$ cat config.mk
export PLATFORM = sky130hd
export DESIGN_NAME = sdram_bank_param_regs
export DESIGN_NICKNAME = d
export VERILOG_FILES = /design/src/hdl/sdram_bank_param_pkg.sv /design/src/hdl/sdram_bank_param_regs.sv /design/src/hdl/cycle_time_decode.sv
export VERILOG_INCLUDE_DIRS = /design/src /design/src/hdl
export SDC_FILE = /design/constraint.sdc
export NUM_CORES = 1
export LEC_CHECK = 0
export ABC_CLOCK_PERIOD_IN_PS = 2670
export BUFFER_PORTS_ARGS = -buffer_cell sky130_fd_sc_hd__buf_4
export CAP_MARGIN = 40
export CORE_UTILIZATION = 40
export CTS_CLUSTER_SIZE = 24
export DETAILED_ROUTE_END_ITERATION = 12
export PLACE_DENSITY_LB_ADDON = 0.15
export SETUP_SLACK_MARGIN = 0.3
export SYNTH_ARGS = -nofsm -noshare
export SYNTH_HDL_FRONTEND = slang
export SYNTH_SLANG_ARGS = --single-unit
export TNS_END_PERCENT = 30
$ cat constraint.sdc
create_clock -name sys_clk_i -period 2.67 [get_ports sys_clk_i]
set_input_delay 0.1335 -clock sys_clk_i [delete_from_list [all_inputs] [get_ports sys_clk_i]]
set_output_delay 0.1335 -clock sys_clk_i [all_outputs]
set_load 0.05 [all_outputs]
$ cat src/hdl/sdram_bank_param_consts.svh
// offsets, field positions, reset values for the bank parameter registers
// assumes inclusion by bare name from the regs and decode modules
`ifndef SDRAM_BANK_PARAM_CONSTS_SVH
`define SDRAM_BANK_PARAM_CONSTS_SVH
`define OFS_BANK0_AUX_TIMING_TWO 8'ha4
`define OFS_BANK0_ERROR_CODE 8'ha8
`define OFS_BANK1_GEOMETRY_ONE 8'hb0
`define OFS_BANK1_GEOMETRY_TWO 8'hb4
`define OFS_BANK1_CYCLE_TIME 8'hb8
`define OFS_BANK1_REFRESH_SETTING 8'hbc
`define RST_BANK0_AUX_TIMING_TWO 32'h0000_0046
`define RST_ZERO 32'h0000_0000
// writable masks: reserved bits never store
`define MASK_AUX_TIMING_TWO 32'h0000_00ff
`define MASK_ERROR_CODE 32'h0000_00ff
`define MASK_GEOMETRY_ONE 32'hf000_0000
`define MASK_GEOMETRY_TWO 32'hffff_ff0f
`define MASK_CYCLE_TIME 32'h0000_ff00
`define MASK_REFRESH 32'h0000_00ff
// field positions
`define ROW_BITS_LSB 28
`define WIDTH_LSB 16
`define PBANK_LSB 8
`define CYCLE_LSB 8
`define NS_PER_UNIT 8'h0a
`endif

$ cat src/hdl/sdram_bank_param_pkg.sv
// types shared by the bank parameter register block
// assumes the consts header is on the include path
package sdram_bank_param_pkg;
  typedef struct packed {
    logic wr_en;
    logic rd_en;
    logic [7:0] addr;
    logic [31:0] wdata;
  } cfg_req_s;
  typedef struct packed {
    logic [7:0] row_cycle_ns;
    logic [3:0] row_addr_bits;
    logic [15:0] module_data_width;
    logic [7:0] physical_bank_count;
    logic [3:0] col_addr_bits;
    logic [7:0] min_period_at_max_latency;
    logic [7:0] refresh_rate_type;
  } bank_params_s;
endpackage

$ cat src/hdl/sdram_bank_param_regs.sv
// configuration register bank for SDRAM bank timing and geometry
// assumes config-space accesses arrive as one-cycle read/write strobes
//
// Summary of operation
// bank-0 row cycle time in ns sits in bits 7:0, default 70
// bank-0 second aux timing register resets to 0x00000046
// bank-0 error code in bits 7:0, resets to zero
// bank-1 row address bit count kept in bits 31:28
// bank-1 data width in bits 31:16, byte 7 high, byte 6 low
// firmware zeroes upper width byte for modules under 256 bits
// programmed width is checked against installed memory width
// physical bank count on module in bits 15:8, not internal banks
// column address bit count in bits 3:0
// minimum clock period at highest CAS latency in bits 15:8
// cycle byte is whole ns nibble plus tenths nibble
// refresh rate and type byte held in bits 7:0 as encoded
// reserved bits read zero and ignore writes
`timescale 1ns/1ps
`default_nettype none
module sdram_bank_param_regs (
  input wire logic sys_clk_i,
  input wire logic rst_i,
  input wire sdram_bank_param_pkg::cfg_req_s req_i,
  input wire logic [15:0] installed_width_i,
  input wire logic [7:0] error_code_i,
  input wire logic error_load_i,
  output logic [31:0] rdata_o,
  output logic rvalid_o,
  output logic width_match_o,
  output logic [7:0] cycle_tenths_o,
  output sdram_bank_param_pkg::bank_params_s params_o
);
  import sdram_bank_param_pkg::*;
  `include "sdram_bank_param_consts.svh"

  logic [31:0] aux_two, err_code, geo_one, geo_two, cyc_time, refresh;
  logic [31:0] next_aux_two, next_err_code, next_geo_one, next_geo_two;
  logic [31:0] next_cyc_time, next_refresh;
  logic [31:0] next_rdata;
  logic next_rvalid, next_width_match;
  logic [7:0] tenths;

  // masked writes; hardware error load wins over a firmware write
  always_comb begin
    next_aux_two = aux_two;
    next_err_code = err_code;
    next_geo_one = geo_one;
    next_geo_two = geo_two;
    next_cyc_time = cyc_time;
    next_refresh = refresh;
    if (req_i.wr_en) begin
      case (req_i.addr)
        `OFS_BANK0_AUX_TIMING_TWO: begin
          next_aux_two = req_i.wdata & `MASK_AUX_TIMING_TWO;
        end
        `OFS_BANK0_ERROR_CODE: begin
          next_err_code = req_i.wdata & `MASK_ERROR_CODE;
        end
        `OFS_BANK1_GEOMETRY_ONE: begin
          next_geo_one = req_i.wdata & `MASK_GEOMETRY_ONE;
        end
        `OFS_BANK1_GEOMETRY_TWO: begin
          next_geo_two = req_i.wdata & `MASK_GEOMETRY_TWO;
        end
        `OFS_BANK1_CYCLE_TIME: begin
          next_cyc_time = req_i.wdata & `MASK_CYCLE_TIME;
        end
        `OFS_BANK1_REFRESH_SETTING: begin
          next_refresh = req_i.wdata & `MASK_REFRESH;
        end
        default: begin
          next_aux_two = aux_two;
        end
      endcase
    end
    // controller-reported error beats a same-cycle write
    if (error_load_i) begin
      next_err_code = {24'h00_0000, error_code_i};
    end
  end

  // read mux; unmapped offsets return zero
  always_comb begin
    next_rvalid = req_i.rd_en;
    next_rdata = 32'h0000_0000;
    if (req_i.rd_en) begin
      case (req_i.addr)
        `OFS_BANK0_AUX_TIMING_TWO: next_rdata = aux_two;
        `OFS_BANK0_ERROR_CODE: next_rdata = err_code;
        `OFS_BANK1_GEOMETRY_ONE: next_rdata = geo_one;
        `OFS_BANK1_GEOMETRY_TWO: next_rdata = geo_two;
        `OFS_BANK1_CYCLE_TIME: next_rdata = cyc_time;
        `OFS_BANK1_REFRESH_SETTING: next_rdata = refresh;
        default: next_rdata = 32'h0000_0000;
      endcase
    end
  end

  // width check against the installed module, registered
  always_comb begin
    next_width_match = (geo_two[31:16] == installed_width_i);
  end

  // register stage
  always_ff @(posedge sys_clk_i) begin
    if (rst_i) begin
      aux_two <= `RST_BANK0_AUX_TIMING_TWO;
      err_code <= `RST_ZERO;
      geo_one <= `RST_ZERO;
      geo_two <= `RST_ZERO;
      cyc_time <= `RST_ZERO;
      refresh <= `RST_ZERO;
      rdata_o <= 32'h0000_0000;
      rvalid_o <= 1'b0;
      width_match_o <= 1'b0;
      cycle_tenths_o <= 8'h00;
    end else begin
      aux_two <= next_aux_two;
      err_code <= next_err_code;
      geo_one <= next_geo_one;
      geo_two <= next_geo_two;
      cyc_time <= next_cyc_time;
      refresh <= next_refresh;
      rdata_o <= next_rdata;
      rvalid_o <= next_rvalid;
      width_match_o <= next_width_match;
      cycle_tenths_o <= tenths;
    end
  end

  // decode the cycle byte for the timing logic downstream
  cycle_time_decode u_cyc (
    .code_i(cyc_time[15:8]),
    .tenths_o(tenths)
  );

  // field view handed to the controller
  always_comb begin
    params_o.row_cycle_ns = aux_two[7:0];
    params_o.row_addr_bits = geo_one[31:28];
    params_o.module_data_width = geo_two[31:16];
    params_o.physical_bank_count = geo_two[15:8];
    params_o.col_addr_bits = geo_two[3:0];
    params_o.min_period_at_max_latency = cyc_time[15:8];
    params_o.refresh_rate_type = refresh[7:0];
  end
endmodule
`default_nettype wire

$ cat src/hdl/cycle_time_decode.sv
// decodes a whole/tenths nanosecond byte into tenths of a nanosecond
// assumes a byte whose high nibble is ns and low nibble tenths
`timescale 1ns/1ps
`default_nettype none
module cycle_time_decode (
  input wire logic [7:0] code_i,
  output logic [7:0] tenths_o
);
  `include "sdram_bank_param_consts.svh"
  // whole ns times ten plus tenths; max 15*10+15 fits eight bits
  always_comb begin
    tenths_o = 8'(code_i[7:4] * `NS_PER_UNIT) + {4'h0, code_i[3:0]};
  end
endmodule
`default_nettype wire

---- Word level (Yosys, flattened, before mapping) ----
Index checks and enable logic that the tools add are counted.
storage, ports and cells
  flip-flop bits (word level) ............. 106
  bits in latches ......................... 0
  RAM bits ................................ 0
  ROM bits ................................ 0
  bits of input ports ..................... 69
  output and inout port bits .............. 98
  logic and storage cells ................. 33
  memories kept ........................... 0
operators by class
  add/sub/neg operators ................... 1
  multipliers ............................. 1
  divide/modulo/power cells ............... 0
  $lt $le $gt $ge ......................... 0
  equal/unequal tests ..................... 7
  shifts and indexed selects .............. 0
  multiplexer cells ....................... 4
  bitwise gates (word level) .............. 1
  reductions and logical operators ........ 9
operator list
  kind                   count
  $pmux W32 S6           1
  $eq A8 B8 Y1 const B   6
  $mux W8                3
  $eq A16 B16 Y1         1
  $reduce_and A2 Y1      6
  $add A8 B4 Y8          1
  $mul A4 B3 Y7 const B  1
  $reduce_bool A2 Y1     2
  $reduce_or A2 Y1       1
  $not A1 Y1             1

---- Longest topological paths before layout ----
Gate-level depths: netlist (run 1).
  depth in word-level cells ............... 4
  gate-level depth with buffers ........... 8
  depth with buffers taken out ............ 7

---- By module ----
A second synthesis (run 1) with hierarchy kept.
unflattened totals
  cells, all modules ...................... 449
  area total of the unflattened synthesis .. 4229.1 um^2
by module, submodules not included
  module                 instances  cells each  area an instance (um^2)  sequential area each (um^2)
  sdram_bank_param_regs  1          420         3965.1                   2122.0
  cycle_time_decode      1          29          264.0                    0.0

---- Worst setup path after synthesis (run 1) ----
Ideal clock, no wire load.
  path kind ............................... flip-flop to flip-flop
  start ................................... reg cyc_time[15]
  end ..................................... reg cycle_tenths_o[6]
  setup time .............................. 0.070 ns
  arrival time ............................ 2.326 ns
  data required time ...................... 2.600 ns
  setup slack ............................. 0.274 ns
  stages on the path, launching flop included .. 7
  buffers on the path ..................... 0
  period minus slack after synthesis ...... 2.396 ns
  path through ............................ dfxtp_1 -> ha_1 -> ha_1 -> fa_1 -> nand2_1 -> or3_1 -> a21oi_1
on the way
  longest elaborated chain between the ends .. 2
ends and longest elaborated chain
  element                   RTL line                      text
  start: declaration        sdram_bank_param_regs.sv:36   logic [31:0] aux_two, err_code, geo_one, geo_two, cyc_time, refresh;
  start signal: assignment  sdram_bank_param_regs.sv:111  cyc_time <= `RST_ZERO;
  start signal: assignment  sdram_bank_param_regs.sv:122  cyc_time <= next_cyc_time;
  $mul A4 B3 Y7 (no line)   -
  $add A8 B4 Y8             cycle_time_decode.sv:12       tenths_o = 8'(code_i[7:4] * `NS_PER_UNIT) + {4'h0, code_i[3:0]};
  end signal: assignment    sdram_bank_param_regs.sv:127  cycle_tenths_o <= tenths;
  end: declaration          sdram_bank_param_regs.sv:30   output logic [7:0] cycle_tenths_o,
Every way passes these cells.
A chain may end at the register's enable or synchronous reset.

---- Worst setup path after layout (run 1) ----
  start ................................... reg cyc_time[15]
  end ..................................... reg cycle_tenths_o[7]
The elaborated chain is that of the path after synthesis.

==> results of run 1 <==
-- metal layers --
layer  up-vias  wire length [um]
met5         -                 0
met4         0               163
met3        15               684
met2       136              5990
met1      1756              5360
li1       1890                 -
-- power by group through the flow --
stage,sequential (mW),clock [mW],combinational [mW]
floorplan,1.64,0,0.0659
global placement,1.63,0,0.188
detailed placement,1.63,0,0.191
CTS,1.60,1.03,0.198
global route,1.60,1.10,0.212
finish,1.60,1.01,0.197
-- worst reg2reg max path, delay by kind of cell, from the launching register on --
family                   cells  cell delay [ns]
AO/OA/AOI/OAI                2             0.44
flip-flops                   1             0.43
adder cells (fa/ha/maj)      3             1.02
AND/OR/NAND/NOR              1             0.11
-- final timing paths --
| path | startpoint | to | cells after the start |
|---|---|---|---|
| max | cyc_time[15]$_SDFFE_PP0P_ | cycle_tenths_o[7]$_SDFF_PP0_ | 6 |
| min | req_i[11] | geo_two[11]$_SDFFE_PP0P_ | 3 |
| min reg2reg | geo_two[2]$_SDFFE_PP0P_ | geo_two[2]$_SDFFE_PP0P_ | 2 |
| max reg2reg | cyc_time[15]$_SDFFE_PP0P_ | cycle_tenths_o[7]$_SDFF_PP0_ | 6 |
-- cell usage in the layout, fill, tap and decap left out, types with 2 or more instances in the layout --
master / netlist / layout
buf_4: 2 / 173
dfxtp_1: 106 / 104
nand2_1: 66 / 66
nor2_1: 51 / 51
a21oi_1: 45 / 45
mux2i_1: 25 / 25
a22oi_1: 19 / 19
xor2_1: 18 / 18
and3_1: 16 / 16
nand3_1: 11 / 11
clkbuf_8: 0 / 9
a211oi_1: 8 / 8
ha_1: 7 / 7
nor2b_1: 6 / 6
a22o_2: 5 / 5
dlygate4sd3_1: 0 / 5
inv_1: 4 / 4
a211o_1: 3 / 3
nor4_1: 3 / 3
a21o_1: 2 / 2
o21ai_0: 2 / 2
xnor2_1: 2 / 2
nor4b_4: 2 / 2
and2_2: 2 / 2
nand4_1: 2 / 2
nor3_1: 2 / 2
or2_2: 2 / 2
a32oi_1: 2 / 2
nand3b_1: 2 / 2
fa_1: 2 / 2
clkinv_4: 0 / 2
dfxtp_2: 0 / 2
-- cells in the mapped netlist (all sizes together) (5+ instances only) --
cell type	n	area [sq um]
dfxtp	106	2120
nand3	12	65.1
a21oi	45	225
nand2	66	248
nor2b	6	37.5
xor2	18	158
a22oi	19	143
ha	7	87.6
a211oi	8	60.1
clkbuf	18	70.1
buf	12	68.8
mux2i	25	250
and3	16	100
nor2	51	191
a22o	5	50.1
-- final cells by class --
class | count | share of cell area [%]
Inverter | 4 | 0.257
Multi-Input combinational cell | 316 | 33.9
Sequential cell | 106 | 36.4
Tap cell | 136 | 2.91
Clock inverter | 6 | 1.29
Clock buffer | 9 | 2.12
Timing Repair Buffer | 178 | 23.1
-- kinds of logic after synthesis --
family / after synthesis
XOR/XNOR: 20
buffers and inverters: 34
adder cells (fa/ha/maj): 9
AND/OR/NAND/NOR: 173
flip-flops: 106
multiplexers: 25
AO/OA/AOI/OAI: 89
-- state kept, by name (all words and copies together) (netlist names) --
register and flops:
aux_two 8, cyc_time 8, cycle_tenths_o 8, err_code 8, geo_one 4, geo_two 28, rdata_o 32, refresh 8
rvalid_o 1, width_match_o 1
-- metrics by stage --
step | cell area, sq um | worst slack, ns | utilization (%)
after global placement | 5590 | 0.600 | 54.2
final | 5840 | 0.522 | 56.6
after detailed placement | 5590 | 0.538 | 54.2
after global routing | 5840 | 0.360 | 56.6
after floorplan | 4250 | 0.510 | -
after CTS | 5840 | 0.505 | 56.6
==> metrics.txt, run 1 <==
drt drc=0; DRT Pass-1 Iters=5; met3 Use GR=3.68%; pin count of the biggest net entering global routing=74; first-pass GRT wire length=18.7 mm; DIE WIDTH=105 um; Via density=5.03; largest family of logic cells by synthesized area=simple AND/OR/NAND/NOR gates; Worst-Margin Slew=0.788 ns; Max Slew Vio Count=0; post-cts sizing count=0; GRT Util Overall=21.6%; antenna cell count=0; Die ar.=roughly 11000 sq um; Seq/Total Area, Yosys=between 40% and 50%; Synth Instances=between 400 and 500; GRT overflow=0; Die Y=between 100 and 150 um; Detail Route Antenna Nets=0; Crit Path Category=flop to flop; post-DP HPWL=8.66 mm; Root Driver=clkbuf_8; hold_buf cts=5; Max Cap Viol=0; critical path arrival=2.37 ns; status=complete, no violations; static leakage=2.68 nW; port bufs=166; synthesized-area fraction occupied by and/or/nand/nor cells=20.0%; power density cells=480 nW/um^2; Synth Area in Compound Gates=approximately 13%; drt wl/cell=between 15 and 20 um; Synthesis Warnings=0; fin crit period=approximately 2.1 ns; Clock Path Buffers=2; RSZ-0062 raised after global routing=false; post-synthesis cell type count=44; ys flop type=dfxtp_1; initial antenna violation count=0; vias in the first global route=about 3700; CP required=2.89 ns; CP startpoint kind=flop; ys async rst share=0%; Final Hold Fails=0; Switching Fraction=23.9%; maximum vdd drop=328 uV; grt met2 use=between 30% and 40%; post-synthesis adder-cell area fraction=under 10%; Slowest-stage cell, CP=fa_1; Crit path top cell by count=ha_1; Power, Total=2.80 mW; # Post-CTS Setup Buffers=0; Final Cycle Share=80.4%; GRT Max-Usage Layer=met2; internal cell power=2.13 mW; Post-Syn Area per Cell=between 9 and 10 sq um; fraction of layout cells with a size suffix above 1=33.1%; GPL Wtd Cong=0.842; final wirelength=between 10 and 15 mm; fmax=0.466 GHz; number of placed cells counting well taps=735; area of the multi-input gates=1980 sq um; CTS tree=built; Critical Path End Type=flop; # H-tree levels=3; # fillers=920; M1 GR Usage=26.8%; Detailed Route Iter0 Violations=141; number of buffers created by CTS=9; xor and xnor area share after synthesis=4.12%; Layout area overhead=37.3%; Fin Hold WS=roughly 0.016 ns; Clk Latency, worst-skew pair=between 0.3 and 0.4 ns; Comb power frac=under 10%; CORE AREA=10300 sq um; clock power share=36.1%; Ports=167; Reg clk slew, reported paths=0.11 ns; mux contribution to synthesized area=5.89%; #FFs+latches synth=106; Layout Cells excl Fill=755; crit-path leading delay family=adder cells; FF/Latch Area=approximately 2100 sq um; HP Class=input port to flop; sequential power share=56.9%; Synth Cell Area=4250 sq um; Max FO, Critical Path=8; # nets final=693; syn nets=534; Buf/Inv on CP=0; cell breakdown of the critical path=ha_1, ha_1, fa_1, nand2_1, o311ai_0, a21oi_1; Sinks on Clock Net=between 100 and 150; CP max stage delay=0.53 ns; setup_tns=0 ns; Post-Route Skew=0.0136 ns; Final setup violation count=0; Slew headroom=a little under half; initial core utilization=41.2%; detailed-route via count=roughly 3800; net switching power=between 600 and 700 uW; R2R setup slack=0.52 ns; EDFF count, synth=0; num rows=37
Power figures use the tool's default switching activity.
==> run 2, diff against run 1 <==
--- a/config.mk
+++ b/config.mk
@@ -6,7 +6,7 @@
 export SDC_FILE = /design/constraint.sdc
 export NUM_CORES = 1
 export LEC_CHECK = 0
-export ABC_CLOCK_PERIOD_IN_PS = 2670
+export ABC_CLOCK_PERIOD_IN_PS = 2100
 export BUFFER_PORTS_ARGS = -buffer_cell sky130_fd_sc_hd__buf_4
 export CAP_MARGIN = 40
 export CORE_UTILIZATION = 40
==> constraint.sdc (replaced) <==
create_clock -name sys_clk_i -period 2.1 [get_ports sys_clk_i]
set_input_delay 0.105 -clock sys_clk_i [delete_from_list [all_inputs] [get_ports sys_clk_i]]
set_output_delay 0.105 -clock sys_clk_i [all_outputs]
set_load 0.05 [all_outputs]
==> run 2 against run 1 <==
First-iteration DRC count grew 18%. Clock skew shrank 0.0042 ns. Register-to-register slack lost 0.32 ns. Critical path depth is the same. Maximum frequency grew 13%. Flip-flop and latch count is the same. Sequential share of layout area shrank 2.3 points. Largest power group unchanged.
==> metrics.txt, run 2 (synthesis gave the netlist of run 1 again) <==
Max Slew Vio Count=0 (unchanged); setup_tns=0 ns (unchanged); fin crit period=1.90 ns (was 2.15 ns); # nets final=730 (was 693); final wirelength=12.7 mm (was 12.2 mm); Reg clk slew, reported paths=0.10 ns (was 0.11 ns); number of buffers created by CTS=9 (unchanged); Via density=5.04 (was 5.03); Detailed Route Iter0 Violations=167 (was 141); met2 WL=6.17 mm (was 5.99 mm); Max FO, Critical Path=4 (was 8); commonest non-fill, non-tap cells in the layout=buf_4 (182), dfxtp_1 (102), nand2_1 (65) (was buf_4 (173), dfxtp_1 (104), nand2_1 (66)); antenna cell count=0 (unchanged); RR Endpoint=cycle_tenths_o[6]$_SDFF_PP0_ (was cycle_tenths_o[7]$_SDFF_PP0_); Crit Path Category=flop to flop (unchanged); GRT Util Overall=23.4% (was 21.6%); max FFs per register=32 (unchanged); pin count of the biggest net entering global routing=74 (unchanged); drt wl/cell=16.0 um (was 16.2 um); CP startpoint kind=flop (unchanged); Layout area overhead=47.4% (was 37.3%); CP required=2.40 ns (was 2.89 ns); biggest regs=rdata_o: 32 flops, geo_two: 28 flops (unchanged); maximum vdd drop=371 uV (was 328 uV); Die ar.=11000 sq um (unchanged); fmax=0.526 GHz (was 0.466 GHz); critical path arrival=2.21 ns (was 2.37 ns); Final Hold Fails=0 (unchanged); Ports=167 (unchanged); HP Class=input port to flop (unchanged); FF-to-FF Start=cyc_time[15]$_SDFFE_PP0P_ (unchanged); CORE AREA=10300 sq um (unchanged); Fin Hold WS=0.0123 ns (was 0.0161 ns); Worst setup startpoint=cyc_time[15]$_SDFFE_PP0P_ (unchanged); power density cells=581 nW/um^2 (was 480 nW/um^2); Root Driver=clkbuf_8 (unchanged); Critical Path End Type=flop (unchanged); GRT overflow=0 (unchanged); top sig layer=met4 (unchanged); Clock Path Buffers=2 (unchanged); DRT Pass-1 Iters=4 (was 5); num rows=37 (unchanged); Clk Latency, worst-skew pair=0.37 ns (about the same); commonest non-fill, non-tap cell in the layout=buf_4 (unchanged); area of the multi-input gates=2040 sq um (was 1980 sq um); # fillers=892 (was 920); wire length on met3=807 um (was 684 um); Max Cap Viol=0 (unchanged); initial antenna violation count=0 (unchanged); Post-Route Skew=0.00947 ns (was 0.0136 ns); port bufs=166 (unchanged); Final setup violation count=0 (unchanged); CTS tree=built (unchanged); Final Cycle Share=90.5% (was 80.4%); initial core utilization=41.2% (unchanged); FF/Latch Area=2140 sq um (was 2120 sq um); Power, Total=3.64 mW (was 2.80 mW); detailed-route via count=3993 (was 3797); fraction of layout cells with a size suffix above 1=34.2% (was 33.1%); RSZ-0062 raised after global routing=true (was false); Worst-Margin Slew=0.792 ns (was 0.788 ns); Sinks on Clock Net=106 (unchanged); Die Y=105 um (unchanged); post-DP HPWL=8.62 mm (was 8.66 mm); # H-tree levels=3 (unchanged); FF-to-FF path depth=6 (unchanged); drt drc=0 (unchanged); R2R setup slack=0.20 ns (was 0.52 ns); GPL Wtd Cong=0.907 (was 0.842); DIE WIDTH=105 um (unchanged); Top reg by flops=rdata_o (unchanged); status=complete, no violations (unchanged); Slew headroom=47.2% (was 47.5%); first-pass GRT wire length=20.2 mm (was 18.7 mm); vias in the first global route=3889 (was 3696); metal1 wirelength=5.41 mm (was 5.36 mm); static leakage=2.85 nW (was 2.68 nW); Critical Path Sink=cycle_tenths_o[6]$_SDFF_PP0_ (was cycle_tenths_o[7]$_SDFF_PP0_); Detail Route Antenna Nets=0 (unchanged)
run 2: cell types whose count changed in the layout (fill, tap and decap cells not counted), moves of 2 or more:
| cell | delta |
|---|---|
| buf_4 | +9 |
| dlygate4sd3_1 | +28 |
| dfxtp_1 | -2 |
| ha_1 | -3 |
| ha_4 | +2 |
| dfxtp_4 | +4 |
| dfxtp_2 | -2 |
run 2: through the flow:
stage                     instance area [sq um]  worst slack [ns]  util, %  cells
after floorplan                            4290             0.155        -    456
after global placement                     5670             0.190     54.9    740
after detailed placement                   5670             0.140     54.9    740
after CTS                                  6250             0.214     60.6    793
after global routing                       6260             0.138     60.7    793
final                                      6260             0.200     60.7    793
run 2: how the worst min path moves through the flow:
stage / end / slack [ns] / depth (start not counted) / start
after floorplan: geo_two[0]$_SDFFE_PP0P_ / 0.24 / 2 / req_i[0]
after global placement: geo_one[28]$_SDFFE_PP0P_ / 0.35 / 3 / req_i[28]
after detailed placement: geo_one[28]$_SDFFE_PP0P_ / 0.36 / 3 / req_i[28]
after CTS: err_code[1]$_SDFFE_PP0P_ / 0.004 / 3 / error_code_i[1]
after global routing: err_code[6]$_SDFFE_PP0P_ / 0.01 / 3 / error_code_i[6]
final: err_code[1]$_SDFFE_PP0P_ / 0.01 / 3 / error_code_i[1]
run 2: final cells by class:
type	count	area share [%]
clock buffers	10	2.20
clock inverters	6	1.16
inverters	4	0.240
multi-input cells	316	32.5
flip-flops and latches	106	34.1
well taps	136	2.72
repair buffers	215	27.1
run 2: what timing repair did:
action | CTS | global route
setup endpoints to repair | 2 | 3
resized for setup | 4 | 3
endpoints found under the hold margin | 53 | 0
hold buffers | 33 | 0
setup buffers | 4 | 0
pin swaps | 3 | 0
cloned | 0 | 0
run 2: report_power, final:
part	internal (mW)	switching, mW
registers	2.02	0.00727
logic	0.162	0.133
clock network	0.597	0.723
run 2: critical path: stages, from the launching register on:
cell and delay, ns:
dfxtp_4 0.37, ha_4 0.24, ha_4 0.16, fa_2 0.56, nand2_4 0.07, or3_4 0.33, a21oi_2 0.11
run 2: metal layers:
metal	GRT usage [%]	up-vias
li1	-	1963
met1	28.5	1853
met2	39.6	152
met3	4.87	25
met4	10.8	0
met5	0	-
